`src/design/cprs_map.vh`:
```
// Constants for the CPU programmer register set: bus offsets, field
// positions, reset values, command codes and the stack window.
// Assumes inclusion by bare name from every design file that needs them.
`ifndef CPRS_MAP_VH
`define CPRS_MAP_VH

// ----------------------------------------
// Memory-mapped register offsets
// ----------------------------------------
`define CPRS_PAGE_BASE_ADDR 16'h003d

// ----------------------------------------
// Reset values
// ----------------------------------------
`define CPRS_PAGE_BASE_RESET 8'h00
`define CPRS_FLAGS_RESET 5'h08
`define CPRS_PC_RESET 16'h0000

// ----------------------------------------
// Stack window (127 bytes: 42 call frames or 21 interrupt frames)
// ----------------------------------------
`define CPRS_SP_TOP 16'h017f
`define CPRS_SP_LOW 16'h0101
`define CPRS_CALL_FRAME 3'h3
`define CPRS_INT_FRAME 3'h6

// ----------------------------------------
// Condition flags field positions
// ----------------------------------------
`define CPRS_FLG_C 0
`define CPRS_FLG_Z 1
`define CPRS_FLG_N 2
`define CPRS_FLG_I 3
`define CPRS_FLG_H 4
`define CPRS_FLAGS_PAD 3'h7

// ----------------------------------------
// Command codes
// ----------------------------------------
`define CPRS_OP_NOP 4'h0
`define CPRS_OP_LDA 4'h1
`define CPRS_OP_LDX 4'h2
`define CPRS_OP_ALU_A 4'h3
`define CPRS_OP_ALU_X 4'h4
`define CPRS_OP_LDCC 4'h5
`define CPRS_OP_SEI 4'h6
`define CPRS_OP_CLI 4'h7
`define CPRS_OP_RSP 4'h8
`define CPRS_OP_JMP 4'h9
`define CPRS_OP_BTB 4'ha
`define CPRS_OP_CALL 4'hb
`define CPRS_OP_RTS 4'hc
`define CPRS_OP_RTI 4'hd
`define CPRS_OP_SWI 4'he

// ----------------------------------------
// ALU function codes
// ----------------------------------------
`define CPRS_FN_ADD 3'h0
`define CPRS_FN_ADC 3'h1
`define CPRS_FN_SUB 3'h2
`define CPRS_FN_AND 3'h3
`define CPRS_FN_ORA 3'h4
`define CPRS_FN_EOR 3'h5
`define CPRS_FN_LSL 3'h6
`define CPRS_FN_LSR 3'h7

// ----------------------------------------
// Address modes
// ----------------------------------------
`define CPRS_EA_NONE 2'h0
`define CPRS_EA_INDEXED 2'h1
`define CPRS_EA_DIRECT 2'h2

`endif

```
`src/design/cprs_alu.v`:
```
// Eight-bit arithmetic and logic unit with half-carry and carry results.
// Purely combinational; the caller decides which flags to commit.
`timescale 1ns/1ps
`include "cprs_map.vh"

module cprs_alu (
    input wire [2:0] fn,
    input wire [7:0] a,
    input wire [7:0] b,
    input wire cin,
    output reg [7:0] res,
    output reg h,
    output reg c,
    output reg c_upd,
    output reg h_upd
);

    wire cin_eff = (fn == `CPRS_FN_ADC) ? cin : 1'b0;
    wire [4:0] lo5 = {1'b0, a[3:0]} + {1'b0, b[3:0]} + {4'h0, cin_eff};
    wire [8:0] sum9 = {1'b0, a} + {1'b0, b} + {8'h00, cin_eff};
    wire [8:0] diff9 = {1'b0, a} - {1'b0, b};

    // Function select; logical operations leave carry alone
    always @*
    begin
        res = a;
        h = 1'b0;
        c = 1'b0;
        c_upd = 1'b0;
        h_upd = 1'b0;
        case (fn)
            `CPRS_FN_ADD, `CPRS_FN_ADC:
            begin
                res = sum9[7:0];
                c = sum9[8];
                c_upd = 1'b1;
                h = lo5[4];
                h_upd = 1'b1;
            end
            `CPRS_FN_SUB:
            begin
                res = diff9[7:0];
                c = diff9[8];
                c_upd = 1'b1;
            end
            `CPRS_FN_AND: res = a & b;
            `CPRS_FN_ORA: res = a | b;
            `CPRS_FN_EOR: res = a ^ b;
            `CPRS_FN_LSL:
            begin
                res = {a[6:0], 1'b0};
                c = a[7];
                c_upd = 1'b1;
            end
            default:
            begin
                res = {1'b0, a[7:1]};
                c = a[0];
                c_upd = 1'b1;
            end
        endcase
    end

endmodule

```
`src/design/cprs_addr.v`:
```
// Effective address former for indexed and direct addressing.
// Combinational; the top module registers its result.
`timescale 1ns/1ps
`include "cprs_map.vh"

module cprs_addr (
    input wire [1:0] mode,
    input wire [7:0] idx,
    input wire [15:0] offset,
    input wire [7:0] page_base,
    input wire [7:0] operand,
    input wire rm_instr,
    output reg [15:0] ea
);

    // Index is unsigned, so it is zero extended before the add
    always @*
    begin
        case (mode)
            `CPRS_EA_INDEXED: ea = offset + {8'h00, idx};
            `CPRS_EA_DIRECT: ea = {(rm_instr ? 8'h00 : page_base), operand};
            default: ea = offset;
        endcase
    end

endmodule

```
`src/design/cprs_top.v`:
```
// CPU programmer register set: accumulator, index, program counter, stack
// pointer, page base and condition flags, with stack frame sequencing.
// Assumes a sequencer on clk_sys issues commands and a RAM answers stack reads
// in the same cycle as the read strobe.
`timescale 1ns/1ps
`include "cprs_map.vh"

module cprs_top (
    input wire clk_sys,
    input wire rst_n,
    input wire op_valid,
    input wire [3:0] op,
    input wire [2:0] alu_fn,
    input wire [7:0] operand,
    input wire [15:0] offset,
    input wire [1:0] ea_mode,
    input wire rm_instr,
    input wire pc_inc,
    input wire instr_done,
    input wire irq_in,
    input wire nmi_in,
    input wire [15:0] irq_vector,
    input wire [15:0] nmi_vector,
    input wire [15:0] swi_vector,
    input wire [15:0] bus_addr,
    input wire bus_wr,
    input wire bus_rd,
    input wire [7:0] bus_wdata,
    output reg [7:0] bus_rdata,
    output reg bus_ack,
    input wire [7:0] stk_rdata,
    output reg [15:0] stk_addr,
    output reg [7:0] stk_wdata,
    output reg stk_we,
    output reg stk_re,
    output reg [7:0] acc,
    output reg [7:0] idx,
    output reg [15:0] pc,
    output reg [15:0] sp,
    output reg [7:0] page_base,
    output reg [4:0] flags,
    output reg [15:0] ea,
    output reg busy,
    output reg seq_done
);

    // ----------------------------------------
    // Reset release
    // ----------------------------------------
    reg [1:0] rst_pipe;
    wire rst_ok = rst_pipe[1];

    // Release is synchronised so every flop leaves reset on the same edge
    always @(posedge clk_sys or negedge rst_n)
    begin
        if (!rst_n)
            rst_pipe <= 2'b00;
        else
            rst_pipe <= {rst_pipe[0], 1'b1};
    end

    // ----------------------------------------
    // Datapath helpers
    // ----------------------------------------
    localparam ST_IDLE = 2'h0;
    localparam ST_PUSH = 2'h1;
    localparam ST_POPREQ = 2'h2;
    localparam ST_POPCAP = 2'h3;

    reg [1:0] state;
    reg [2:0] step;
    reg [2:0] frame_len;
    reg seq_int;
    reg [15:0] seq_target;
    reg irq_pend;
    reg nmi_pend;
    reg cli_shadow;
    reg [7:0] push_byte;
    reg [2:0] pop_slot;

    wire alu_on_x = (op == `CPRS_OP_ALU_X);
    wire [7:0] alu_res;
    wire alu_h;
    wire alu_c;
    wire alu_c_upd;
    wire alu_h_upd;
    wire [15:0] ea_next;

    cprs_alu cprs_alu_inst (
        .fn(alu_fn),
        .a(alu_on_x ? idx : acc),
        .b(operand),
        .cin(flags[`CPRS_FLG_C]),
        .res(alu_res),
        .h(alu_h),
        .c(alu_c),
        .c_upd(alu_c_upd),
        .h_upd(alu_h_upd)
    );

    cprs_addr cprs_addr_inst (
        .mode(ea_mode),
        .idx(idx),
        .offset(offset),
        .page_base(page_base),
        .operand(operand),
        .rm_instr(rm_instr),
        .ea(ea_next)
    );

    // Wrap at the window edges so a runaway stack never leaves its page
    wire [15:0] sp_dec = (sp == `CPRS_SP_LOW) ? `CPRS_SP_TOP : sp - 16'h0001;
    wire [15:0] sp_inc = (sp == `CPRS_SP_TOP) ? `CPRS_SP_LOW : sp + 16'h0001;
    wire page_hit = (bus_addr == `CPRS_PAGE_BASE_ADDR);
    wire is_cli = op_valid && (state == ST_IDLE) && (op == `CPRS_OP_CLI);
    wire irq_allowed = irq_pend && !flags[`CPRS_FLG_I] && !cli_shadow && !is_cli;
    wire last_step = (step == frame_len - 3'h1);

    // Push order by slot; the flags byte pads the upper bits with ones
    always @*
    begin
        case (step)
            3'h0: push_byte = seq_int ? pc[7:0] : seq_target[7:0];
            3'h1: push_byte = seq_int ? pc[15:8] : seq_target[15:8];
            3'h2: push_byte = page_base;
            3'h3: push_byte = idx;
            3'h4: push_byte = acc;
            default: push_byte = {`CPRS_FLAGS_PAD, flags};
        endcase
    end

    // Popping walks the push slots backwards
    always @*
    begin
        pop_slot = frame_len - 3'h1 - step;
    end

    // ----------------------------------------
    // Register set and frame sequencer
    // ----------------------------------------
    // One process owns every register except the reset pipe, so bus writes, commands and pops
    // never drive the same flop from two places
    always @(posedge clk_sys or negedge rst_n)
    begin
        if (!rst_n)
        begin
            acc <= 8'h00;
            idx <= 8'h00;
            pc <= `CPRS_PC_RESET;
            sp <= `CPRS_SP_TOP;
            page_base <= `CPRS_PAGE_BASE_RESET;
            flags <= `CPRS_FLAGS_RESET;
            ea <= 16'h0000;
            state <= ST_IDLE;
            step <= 3'h0;
            frame_len <= `CPRS_CALL_FRAME;
            seq_int <= 1'b0;
            seq_target <= 16'h0000;
            irq_pend <= 1'b0;
            nmi_pend <= 1'b0;
            cli_shadow <= 1'b0;
            stk_addr <= 16'h0000;
            stk_wdata <= 8'h00;
            stk_we <= 1'b0;
            stk_re <= 1'b0;
            bus_rdata <= 8'h00;
            bus_ack <= 1'b0;
            busy <= 1'b0;
            seq_done <= 1'b0;
        end
        else if (!rst_ok)
        begin
            sp <= `CPRS_SP_TOP;
            page_base <= `CPRS_PAGE_BASE_RESET;
        end
        else
        begin
            stk_we <= 1'b0;
            stk_re <= 1'b0;
            seq_done <= 1'b0;
            bus_ack <= bus_wr | bus_rd;
            bus_rdata <= (bus_rd && page_hit) ? page_base : 8'h00;
            if (ea_mode != `CPRS_EA_NONE)
                ea <= ea_next;
            if (bus_wr && page_hit)
                page_base <= bus_wdata;
            // Set beats clear: a new request in the serving cycle stays pending
            nmi_pend <= nmi_in | nmi_pend;
            irq_pend <= irq_in | irq_pend;
            if (instr_done && cli_shadow)
                cli_shadow <= 1'b0;
            case (state)
                ST_IDLE:
                begin
                    if (pc_inc)
                        pc <= pc + 16'h0001;
                    if (op_valid)
                    begin
                        case (op)
                            `CPRS_OP_LDA, `CPRS_OP_LDX:
                            begin
                                if (op == `CPRS_OP_LDA)
                                    acc <= operand;
                                else
                                    idx <= operand;
                                flags[`CPRS_FLG_N] <= operand[7];
                                flags[`CPRS_FLG_Z] <= (operand == 8'h00);
                            end
                            `CPRS_OP_ALU_A, `CPRS_OP_ALU_X:
                            begin
                                if (alu_on_x)
                                    idx <= alu_res;
                                else
                                    acc <= alu_res;
                                flags[`CPRS_FLG_N] <= alu_res[7];
                                flags[`CPRS_FLG_Z] <= (alu_res == 8'h00);
                                if (alu_c_upd)
                                    flags[`CPRS_FLG_C] <= alu_c;
                                if (alu_h_upd)
                                    flags[`CPRS_FLG_H] <= alu_h;
                            end
                            `CPRS_OP_LDCC: flags <= operand[4:0];
                            `CPRS_OP_SEI: flags[`CPRS_FLG_I] <= 1'b1;
                            `CPRS_OP_CLI:
                            begin
                                flags[`CPRS_FLG_I] <= 1'b0;
                                cli_shadow <= 1'b1;
                            end
                            `CPRS_OP_RSP: sp <= `CPRS_SP_TOP;
                            `CPRS_OP_JMP: pc <= offset;
                            `CPRS_OP_BTB: flags[`CPRS_FLG_C] <= operand[alu_fn];
                            `CPRS_OP_CALL:
                            begin
                                seq_int <= 1'b0;
                                frame_len <= `CPRS_CALL_FRAME;
                                seq_target <= pc;
                                pc <= offset;
                                step <= 3'h0;
                                state <= ST_PUSH;
                                busy <= 1'b1;
                            end
                            `CPRS_OP_RTS, `CPRS_OP_RTI:
                            begin
                                frame_len <= (op == `CPRS_OP_RTI) ? `CPRS_INT_FRAME : `CPRS_CALL_FRAME;
                                step <= 3'h0;
                                state <= ST_POPREQ;
                                busy <= 1'b1;
                            end
                            `CPRS_OP_SWI:
                            begin
                                seq_int <= 1'b1;
                                frame_len <= `CPRS_INT_FRAME;
                                seq_target <= swi_vector;
                                step <= 3'h0;
                                state <= ST_PUSH;
                                busy <= 1'b1;
                            end
                            default: ;
                        endcase
                    end
                    else if (instr_done && (nmi_pend || irq_allowed))
                    begin
                        // Non-maskable source ignores the mask and wins the tie
                        if (nmi_pend)
                        begin
                            nmi_pend <= nmi_in;
                            seq_target <= nmi_vector;
                        end
                        else
                        begin
                            irq_pend <= irq_in;
                            seq_target <= irq_vector;
                        end
                        seq_int <= 1'b1;
                        frame_len <= `CPRS_INT_FRAME;
                        step <= 3'h0;
                        state <= ST_PUSH;
                        busy <= 1'b1;
                    end
                end
                ST_PUSH:
                begin
                    // Write at the free slot, then move down
                    stk_addr <= sp;
                    stk_wdata <= push_byte;
                    stk_we <= 1'b1;
                    sp <= sp_dec;
                    step <= step + 3'h1;
                    if (last_step)
                    begin
                        if (seq_int)
                        begin
                            flags[`CPRS_FLG_I] <= 1'b1;
                            pc <= seq_target;
                        end
                        state <= ST_IDLE;
                        busy <= 1'b0;
                        seq_done <= 1'b1;
                    end
                end
                ST_POPREQ:
                begin
                    // Move up first, then read the slot
                    sp <= sp_inc;
                    stk_addr <= sp_inc;
                    stk_re <= 1'b1;
                    state <= ST_POPCAP;
                end
                ST_POPCAP:
                begin
                    case (pop_slot)
                        3'h0: pc[7:0] <= stk_rdata;
                        3'h1: pc[15:8] <= stk_rdata;
                        3'h2: page_base <= stk_rdata;
                        3'h3: idx <= stk_rdata;
                        3'h4: acc <= stk_rdata;
                        default: flags <= stk_rdata[4:0];
                    endcase
                    step <= step + 3'h1;
                    if (last_step)
                    begin
                        state <= ST_IDLE;
                        busy <= 1'b0;
                        seq_done <= 1'b1;
                    end
                    else
                        state <= ST_POPREQ;
                end
                default: state <= ST_IDLE;
            endcase
        end
    end

endmodule

```
`config.mk`:
```
export PLATFORM = sky130hd
export DESIGN_NAME = cprs_top
export DESIGN_NICKNAME = d
export VERILOG_FILES = /design/src/design/cprs_alu.v /design/src/design/cprs_addr.v /design/src/design/cprs_top.v
export VERILOG_INCLUDE_DIRS = /design/src /design/src/design
export SDC_FILE = /design/constraint.sdc
export NUM_CORES = 1
export LEC_CHECK = 0
export BUFFER_PORTS_ARGS = -buffer_cell sky130_fd_sc_hd__buf_2
export CAP_MARGIN = 15
export CORE_MARGIN = 8
export CORE_UTILIZATION = 56
export CTS_CLUSTER_SIZE = 24
export DETAILED_ROUTE_END_ITERATION = 16
export GPL_TIMING_DRIVEN = 0
export PLACE_DENSITY = 0.81
export SLEW_MARGIN = 20
export SYNTH_ARGS = -nofsm -noshare
export SYNTH_HDL_FRONTEND = slang
export SYNTH_SLANG_ARGS = --single-unit
```
`constraint.sdc`:
```
create_clock -name clk_sys -period 4.4 [get_ports clk_sys]
set_input_delay 0.22 -clock clk_sys [delete_from_list [all_inputs] [get_ports clk_sys]]
set_output_delay 0.22 -clock clk_sys [all_outputs]
set_load 0.01 [all_outputs]
```
# Yosys cells after proc, flatten, opt, wreduce, memory -nomap -nowiden
# Cells that the tools add are included.
# word_totals
register_bits	144
wordCells	263
out_inout_bits	114
# classes
n_bitwise	6
n_lt_le_gt_ge	1
muxes	99
n_eq_ne	65
reduce_logical	52
add_sub_neg	12
# op_table
cell	n
16-bit two-way mux	13
8-bit two-way mux	19
16-bit case mux with 2 select lines	3
16-bit case mux with 3 select lines	2
8-bit case mux with 2 select lines	4
8-bit case mux with 6 select lines	1
8-bit case mux with 5 select lines	1
16-bit by 1-bit adder with 16-bit output, second input constant	2
16-bit by 9-bit == test with 1-bit output, second input constant	2
1-bit two-way mux	29
4-bit == test, second input constant	7
3-bit != test, second input constant	8
7-bit AND reduction	3
4-bit by 1-bit != test with 1-bit output, second input constant	5
5-bit AND reduction	4
3-bit by 2-bit == test with 1-bit output, second input constant	6
3-bit two-way mux	6
16-bit by 8-bit adder with 16-bit output	1
16-bit by 6-bit == test with 1-bit output, second input constant	1
4-bit by 3-bit == test with 1-bit output, second input constant	4
8-bit logical NOT	2
4-bit AND reduction	4
16-bit by 1-bit subtractor with 16-bit output, second input constant	1
3-bit == test, second input constant	5
other kinds (48)	102

# Logic depth before layout (Yosys ltp)
# Gate-level depths: netlist of the first run.
# logic_depth
word_depth	10
ltp_mapped	13

# Hierarchy
# A second synthesis of the first run with hierarchy kept.
# unflattened
hier_cells	1338
area_unflattened_um2	11701.2
# modules_own_cells
mod	cells_per_inst	n_inst	area_each_um2
cprs_top	1003	1	9455.3
cprs_alu	217	1	1423.9
cprs_addr	118	1	822.0

# Worst setup path before layout of the first run
# Ideal clock, no wire load.
# synth_timing
kind	input port to flip-flop
startpoint	input op[0]
endpoint	register acc[6]
setup_slack_ns	0.930
setup_time_ns	0.125
path_buffers	1
arrival_ns	3.345
stages	13
required_time_ns	4.275
cell_sequence	nor4b_2 > buf_6 > mux2i_2 > inv_1 > fa_1 > fa_1 > nor2b_1 > o31ai_1 > o31ai_1 > a31o_2 > o211ai_1 > a21oi_1 > mux2_2
# synth_via
elab_chain_cells	9
elab_cells_between_ends	22
# synth_rtl
element	line	source
from (decl)	cprs_top.v:12	input wire [3:0] op,
4-bit by 3-bit == test with 1-bit output	cprs_top.v:199	case (op)
8-bit two-way mux	cprs_top.v:91	.a(alu_on_x ? idx : acc),
8-bit by 8-bit adder with 9-bit output	cprs_alu.v:20	wire [8:0] sum9 = {1'b0, a} + {1'b0, b} + {8'h00, cin_eff};
9-bit by 1-bit adder with 9-bit output	cprs_alu.v:20	
8-bit case mux with 6 select lines	cprs_alu.v:31	case (fn)
8-bit two-way mux	cprs_top.v:211	if (alu_on_x)
8-bit case mux with 2 select lines	cprs_top.v:199	
8-bit two-way mux	cprs_top.v:197	if (op_valid)
8-bit case mux with 2 select lines	cprs_top.v:192	case (state)
to (signal assigned)	cprs_top.v:203	acc <= operand;
to (signal assigned)	cprs_top.v:214	acc <= alu_res;
to (signal assigned)	cprs_top.v:316	3'h4: acc <= stk_rdata;
to (decl)	cprs_top.v:36	output reg [7:0] acc,
# Several ways; a longest one is shown, not always the timed one. The select of a mux whose other input is x is not followed.
# A chain may end at the register's enable or synchronous reset.

# Worst setup path after layout of the first run
# layout_timing
startpoint	input op[0]
endpoint	register flags[1]
# layout_via
elab_chain_cells	9
elab_cells_between_ends	21
# layout_rtl
element	line	source
4-bit by 3-bit == test with 1-bit output	cprs_top.v:199	
8-bit two-way mux	cprs_top.v:91	
8-bit by 8-bit adder with 9-bit output	cprs_alu.v:20	
9-bit by 1-bit adder with 9-bit output	cprs_alu.v:20	
8-bit case mux with 6 select lines	cprs_alu.v:31	
8-bit logical NOT	cprs_top.v:216	flags[`CPRS_FLG_Z] <= (alu_res == 8'h00);
2-bit case mux with 3 select lines	cprs_top.v:199	
5-bit two-way mux	cprs_top.v:197	
3-bit case mux with 2 select lines	cprs_top.v:192	
to (signal, indexed assignment)	cprs_top.v:215	flags[`CPRS_FLG_N] <= alu_res[7];
to (signal, indexed assignment)	cprs_top.v:216	
to (signal, indexed assignment)	cprs_top.v:218	flags[`CPRS_FLG_C] <= alu_c;
to (decl)	cprs_top.v:41	output reg [4:0] flags,
# Several ways; a longest one is shown, not always the timed one. The select of a mux whose other input is x is not followed.

==> out/results.tsv, run 1 <==
metric	value	unit
areaGrowthSynthToFinish	19.5	%
synth_warnings	0	
finalHoldViolCount	0	
drc	0	
wirelength	42800	um
ys_async_sr_fraction	100	%
fin_crit_sh	93.9	%
critPathKind	input pin to register	
first_pass_iters	6	
relSlewSlack	30.3	%
numCtsBuffers	17	
critPathCaptureType	register	
row_count	52	
drtIter0Drc	1324	
rr_worst_depth	11	
dp_hpwl	33300	um
grtUsageTotal	33.9	%
synthCells	1361	
synthesis.nets	1541	
worstPathArrival	4460	ps
ant_nets	0	
grt_pass1_vias	11400	
design.die.area	25000	um2
route.vias.total	12100	
critPathRequiredTime	4730	ps
die_x	158	um
power.share.sequential	27.2	%
place.gp.congestion	1.01	
synth-edff-count	0	
syn_area	11300	um2
yosys_most_used_dff	dfrtp_1	
hp-class	input pin to register	
p_int	4390	uW
p_comb_share	53.5	%
die_y	158	um
maxCapViolCount	0	
p_leak	0.00633	uW
crit_fanout	8	
fin_nets	1797	
ys_ff_latch	143	
grt_max_degree	94	
io_pins	237	
htreeDepth	4	
tightest_slew	1040	ps
hold_path_depth	2	
ys_types	85	
clock_path_buffers	2	
clock_sinks	143	
setup_tns	0	ps
postLayoutCellArea	13500	um2
cts-root-buf	clkbuf_16	
core_area	20000	um2
rsz0062_at_grt	false	
worst_setup_path_start_kind	input pin	
cts_resized	0	
via_per_inst	6.38	
p_total	8320	uW
setup_violations	0	
status	complete, no violations	
grt_antenna_before_repair	3	
seq_area_frac_synth	31.7	%
drive_gt1_share	21.9	%
cts.clk_slew.worst_paths	70	ps
report.final.slew_viol_count	0	
clock.fmax	242	MHz
clockPowerShare	19.3	%
grt_pass1_wl	65000	um
cts_tree	built	
port_buffers	235	
syn_area_per_cell	8.32	um2
start_util	56.5	%
filler_cell_count	1752	
overflow	0	
fin_skew	14.1	ps
pwr_density_cell	615	nW/um2
ir_drop	0.000362	V
clk_latency	440	ps
post-route-min-period	4130	ps
netSwitchingFraction	47.2	%
dpl_cell_area	12900	um2
p_switching	3930	uW
wl_per_cell	22.5	um
-- flip-flops by register name (all words and copies together), names as in the netlist, 8 cells and up --
register    flops
stk_wdata       8
ea             16
sp             16
idx             8
seq_target     16
bus_rdata       8
acc             8
page_base       8
stk_addr       16
pc             16
-- routing by layer --
| metal | share of wire (%) | GRT usage (%) | routed length [um] | vias up |
|---|---|---|---|---|
| li1 | - | - | - | 5494 |
| met1 | 40 | 45.8 | 17100 | 5726 |
| met2 | 43 | 50.1 | 18300 | 791 |
| met3 | 14 | 9.94 | 5930 | 114 |
| met4 | 3.3 | 13.3 | 1390 | 2 |
| met5 | 0.030 | 0 | 13 | - |
-- layout make-up --
class                   count  area [um2]  area share [%]
clock inverters            15         214            1.58
inverters                  55         206            1.53
clock buffers              17         425            3.14
repair buffers            237        1220            9.04
well taps                 270         338            2.50
plain buffers             100         420            3.11
multi-input cells        1063        7110            52.5
flip-flops and latches    143        3590            26.5
diodes                      2        5.00          0.0370
-- Yosys cell counts (5+ instances only) --
library cell	count	area, um2
buf_4	5	37.5
nor2b_1	24	150
nand3b_1	6	45.0
nor4_1	10	62.6
nand3_1	37	185
a221oi_1	27	236
nor3_1	31	155
nand2b_1	12	75.1
mux2_2	35	394
dfrtp_1	133	3330
a211oi_1	23	173
o22ai_1	10	62.6
a22o_1	5	43.8
o31a_1	5	43.8
a222oi_1	10	100
ha_1	52	651
nor2_1	113	424
o21ai_1	6	30.0
nand2_1	157	589
o21ai_0	112	561
clkbuf_1	73	274
nor3b_1	6	45.0
nand4_1	15	93.8
inv_1	55	206
mux2i_1	60	601
o22a_1	8	70.1
a41oi_1	7	61.3
o211a_1	10	100
buf_1	6	22.5
xnor2_1	25	219
a31oi_1	11	68.8
o211ai_1	7	52.6
or3_1	6	37.5
dfstp_2	10	263
a21o_1	13	97.6
a21oi_1	81	405
o31ai_1	25	188
and2_1	6	37.5
buf_2	15	75.1
xor2_1	18	158
and3_1	10	62.6
fa_1	5	100
-- repair_timing --
action,in CTS,in global routing
buffers inserted,0,0
hold endpoints to repair,45,0
setup endpoints to repair,0,0
hold buffers,1,0
-- critical path: stages --
cell	delay, ps
buf_2	160
nor4b_2	310
buf_6	200
mux2i_2	440
inv_1	150
fa_1	470
fa_1	430
nor2b_1	150
o31ai_1	830
o31ai_1	190
a31o_2	310
o21ai_0	180
nand2_1	120
o31ai_1	300
-- power groups by stage --
stage	Sequential, uW	Combinational (uW)	Clock (uW)
after floorplan	2230	2830	0
after global placement	2240	4250	0
after detailed placement	2260	4310	0
after CTS	2240	4350	1600
after global routing	2300	4820	1660
final	2260	4450	1600
-- final timing paths --
path	from	end	slack, ps
max	op[0]	flags[1]	270
min	nmi_in	nmi_pend	20
max reg2reg	idx[0]	flags[1]	280
min reg2reg	rst_pipe[0]	rst_pipe[1]	370
max in group asynchronous	rst_n	flags[3]	3270
min in group asynchronous	rst_n	bus_rdata[3]	280
-- cell families after synthesis --
kind of cell / count (synthesis) / share of synthesized area [%]
compound gates: 407 / 24.0
mux: 99 / 9.42
buf+inv: 155 / 5.53
other cells: 1 / 0.0331
simple gates: 455 / 19.2
xor+xnor: 44 / 3.55
fa+ha+maj: 57 / 6.63
flops: 143 / 31.7
-- through the flow --
stage	instances	setup slack (ps)	hold WS, ps	util (%)
3_5_place_dp	1867	-24.9	157	64.3
4_1_cts	1900	417	13.7	67.5
5_1_grt	1902	220	27.7	67.5
3_3_place_gp	1866	-47.8	332	64.1
2_1_floorplan	1361	930	-75.6	-
6_report	1902	268	16.3	67.5
-- cell usage in the layout, fill, tap and decap left out, types with 11 or more instances in the layout --
cell       instances
nor2_1           113
mux2i_1           60
o31ai_1           25
clkbuf_1          73
xnor2_1           25
nor2b_1           24
nand2b_1          12
xor2_1            18
nand2_1          157
dfrtp_1          133
ha_1              52
nand4_1           15
mux2_2            35
a31oi_1           11
nand3_1           37
inv_1             55
nor3_1            31
a211oi_1          23
clkbuf_16         17
a21o_1            13
o21ai_0          112
a21oi_1           81
a221oi_1          27
buf_2            249
No activity file was read; power rests on OpenSTA's default activity.
==> run 2: changes to the inputs <==
- PLACE_DENSITY: 0.81 -> 0.79
==> run 2 against run 1 <==
Routed wire length increased by 1.7%. Final cell count barely moved. Power fell by 1.1%. First-iteration DRC count shrank 3.4%. Critical endpoint is now idx[6]. Largest cell class unchanged. Largest power group unchanged.
==> out/results.tsv, run 2 (synthesized netlist as in run 1, its figures left out) <==
metric	value	unit	change
status	complete, no violations		
wirelength	43500	um	+1.7%
clock_path_buffers	2		unchanged
fin_hold_ws	22.9	ps	+6.57 ps
critPathKind	input pin to register		
areaGrowthSynthToFinish	19.3	%	
grt_max_degree	91		-3.2%
dp_hpwl	34100	um	+2.3%
grt_antenna_before_repair	2		-1
worst_setup_path_start_kind	input pin		
r2r_start	idx[0]		
critPathCaptureType	register		
layout_common_cells	249 x buf_2, 157 x nand2_1, 133 x dfrtp_1		
grtUsageTotal	34.4	%	+0.54 points
layout_commonest_cell	buf_2		
post-route-min-period	4110	ps	-19.1 ps
hold_path_depth	2		unchanged
ant_nets	0		unchanged
route.vias.total	12200		+0.31%
dpl_cell_area	12900	um2	unchanged
row_count	52		unchanged
tightest_slew	1140	ps	+105 ps
die_x	158	um	unchanged
overflow	0		unchanged
hold_end	nmi_pend		
fin_crit_sh	93.5	%	-0.43 points
rr_worst_depth	11		unchanged
setup_violations	0		unchanged
start_util	56.5	%	unchanged
regToRegEndpoint	idx[6]		
fin_skew	11.0	ps	-3.09 ps
wl_per_cell	22.9	um	+1.7%
cts.clk_slew.worst_paths	70	ps	about the same
finalHoldViolCount	0		unchanged
p_leak	0.00631	uW	-0.24%
port_buffers	235		unchanged
clock_sinks	143		unchanged
place.gp.congestion	0.987		-2.3%
crit_fanout	8		unchanged
via_per_inst	6.39		+0.25%
htreeDepth	4		unchanged
drtIter0Drc	1279		-3.4%
clk_latency	440	ps	about the same
first_pass_iters	6		unchanged
grt_pass1_wl	65900	um	+1.4%
relSlewSlack	23.8	%	-6.5 points
report.final.slew_viol_count	0		unchanged
design.die.area	25000	um2	unchanged
ir_drop	0.000317	V	-12%
postLayoutCellArea	13500	um2	-0.12%
numCtsBuffers	17		unchanged
die_y	158	um	unchanged
drc	0		unchanged
maxCapViolCount	0		unchanged
rsz0062_at_grt	false		
worstPathArrival	4430	ps	-30 ps
critPathLaunch	op[0]		
fin_nets	1797		unchanged
cts_resized	0		unchanged
cts_tree	built		
r2r_slack	310	ps	+30 ps
core_area	20000	um2	unchanged
critPathRequiredTime	4720	ps	about the same
io_pins	237		unchanged
hp-class	input pin to register		
pwr_density_cell	609	nW/um2	-0.97%
hold_path.startpoint	nmi_in		
cts-root-buf	clkbuf_16		
grt_pass1_vias	11500		+0.64%
drive_gt1_share	21.9	%	unchanged
clock.fmax	243	MHz	+0.46%
==> run 2: worst max-delay path by stage <==
stage | to | slack [ps] | cells after the start
after floorplan | acc[6] | 930 | 13
after global placement | acc[4] | -40 | 14
after detailed placement | acc[4] | -60 | 14
after CTS | idx[6] | 370 | 14
after global routing | idx[4] | 140 | 14
final | idx[6] | 290 | 14
==> run 2: what timing repair did <==
item                      4_1_cts  5_1_grt
hold buffers                    1        0
setup buffers                   0        0
hold endpoints to repair       48        0
==> run 2: worst max-delay path, stage by stage <==
cell      delay, ps
buf_2           150
nor4b_2         330
buf_6           210
mux2i_2         420
inv_1           150
fa_1            470
fa_1            430
nor2b_1         160
o31ai_1         790
o31ai_1         190
a31o_2          310
o211ai_1        200
a21oi_1         130
mux2_2          280
==> run 2: metrics by stage <==
stage                     worst slack (ps)  util (%)  instances  total power, uW  TNS (ps)
after floorplan                        930         -       1361             5060         0
after global placement               -36.9      64.1       1866             6500      -105
after detailed placement             -64.1      64.3       1867             6590      -225
after CTS                              373      67.4       1900             8110         0
after global routing                   143      67.4       1902             8700         0
final                                  287      67.4       1903             8230         0
==> run 2: final cells by class <==
cell class	count	area, um2
Tap cell	270	338
Clock buffer	17	425
Fill cell	1757	6520
Buffer	100	420
Inverter	55	206
Sequential cell	143	3590
Antenna cell	3	7.51
Multi-Input combinational cell	1063	7110
Timing Repair Buffer	237	1220
Clock inverter	15	195
==> run 2: per-layer routing <==
metal | GRT usage (%) | routed length (um)
met5 | 0 | 0
met3 | 8.68 | 5510
met2 | 53.1 | 18900
met1 | 46.6 | 17700
met4 | 11.0 | 1360
==> run 2: where the power goes <==
| group | internal [uW] | switching [uW] |
|---|---|---|
| logic | 1710 | 2760 |
| registers | 1750 | 506 |
| clock network | 774 | 727 |
| total | 4240 | 3990 |
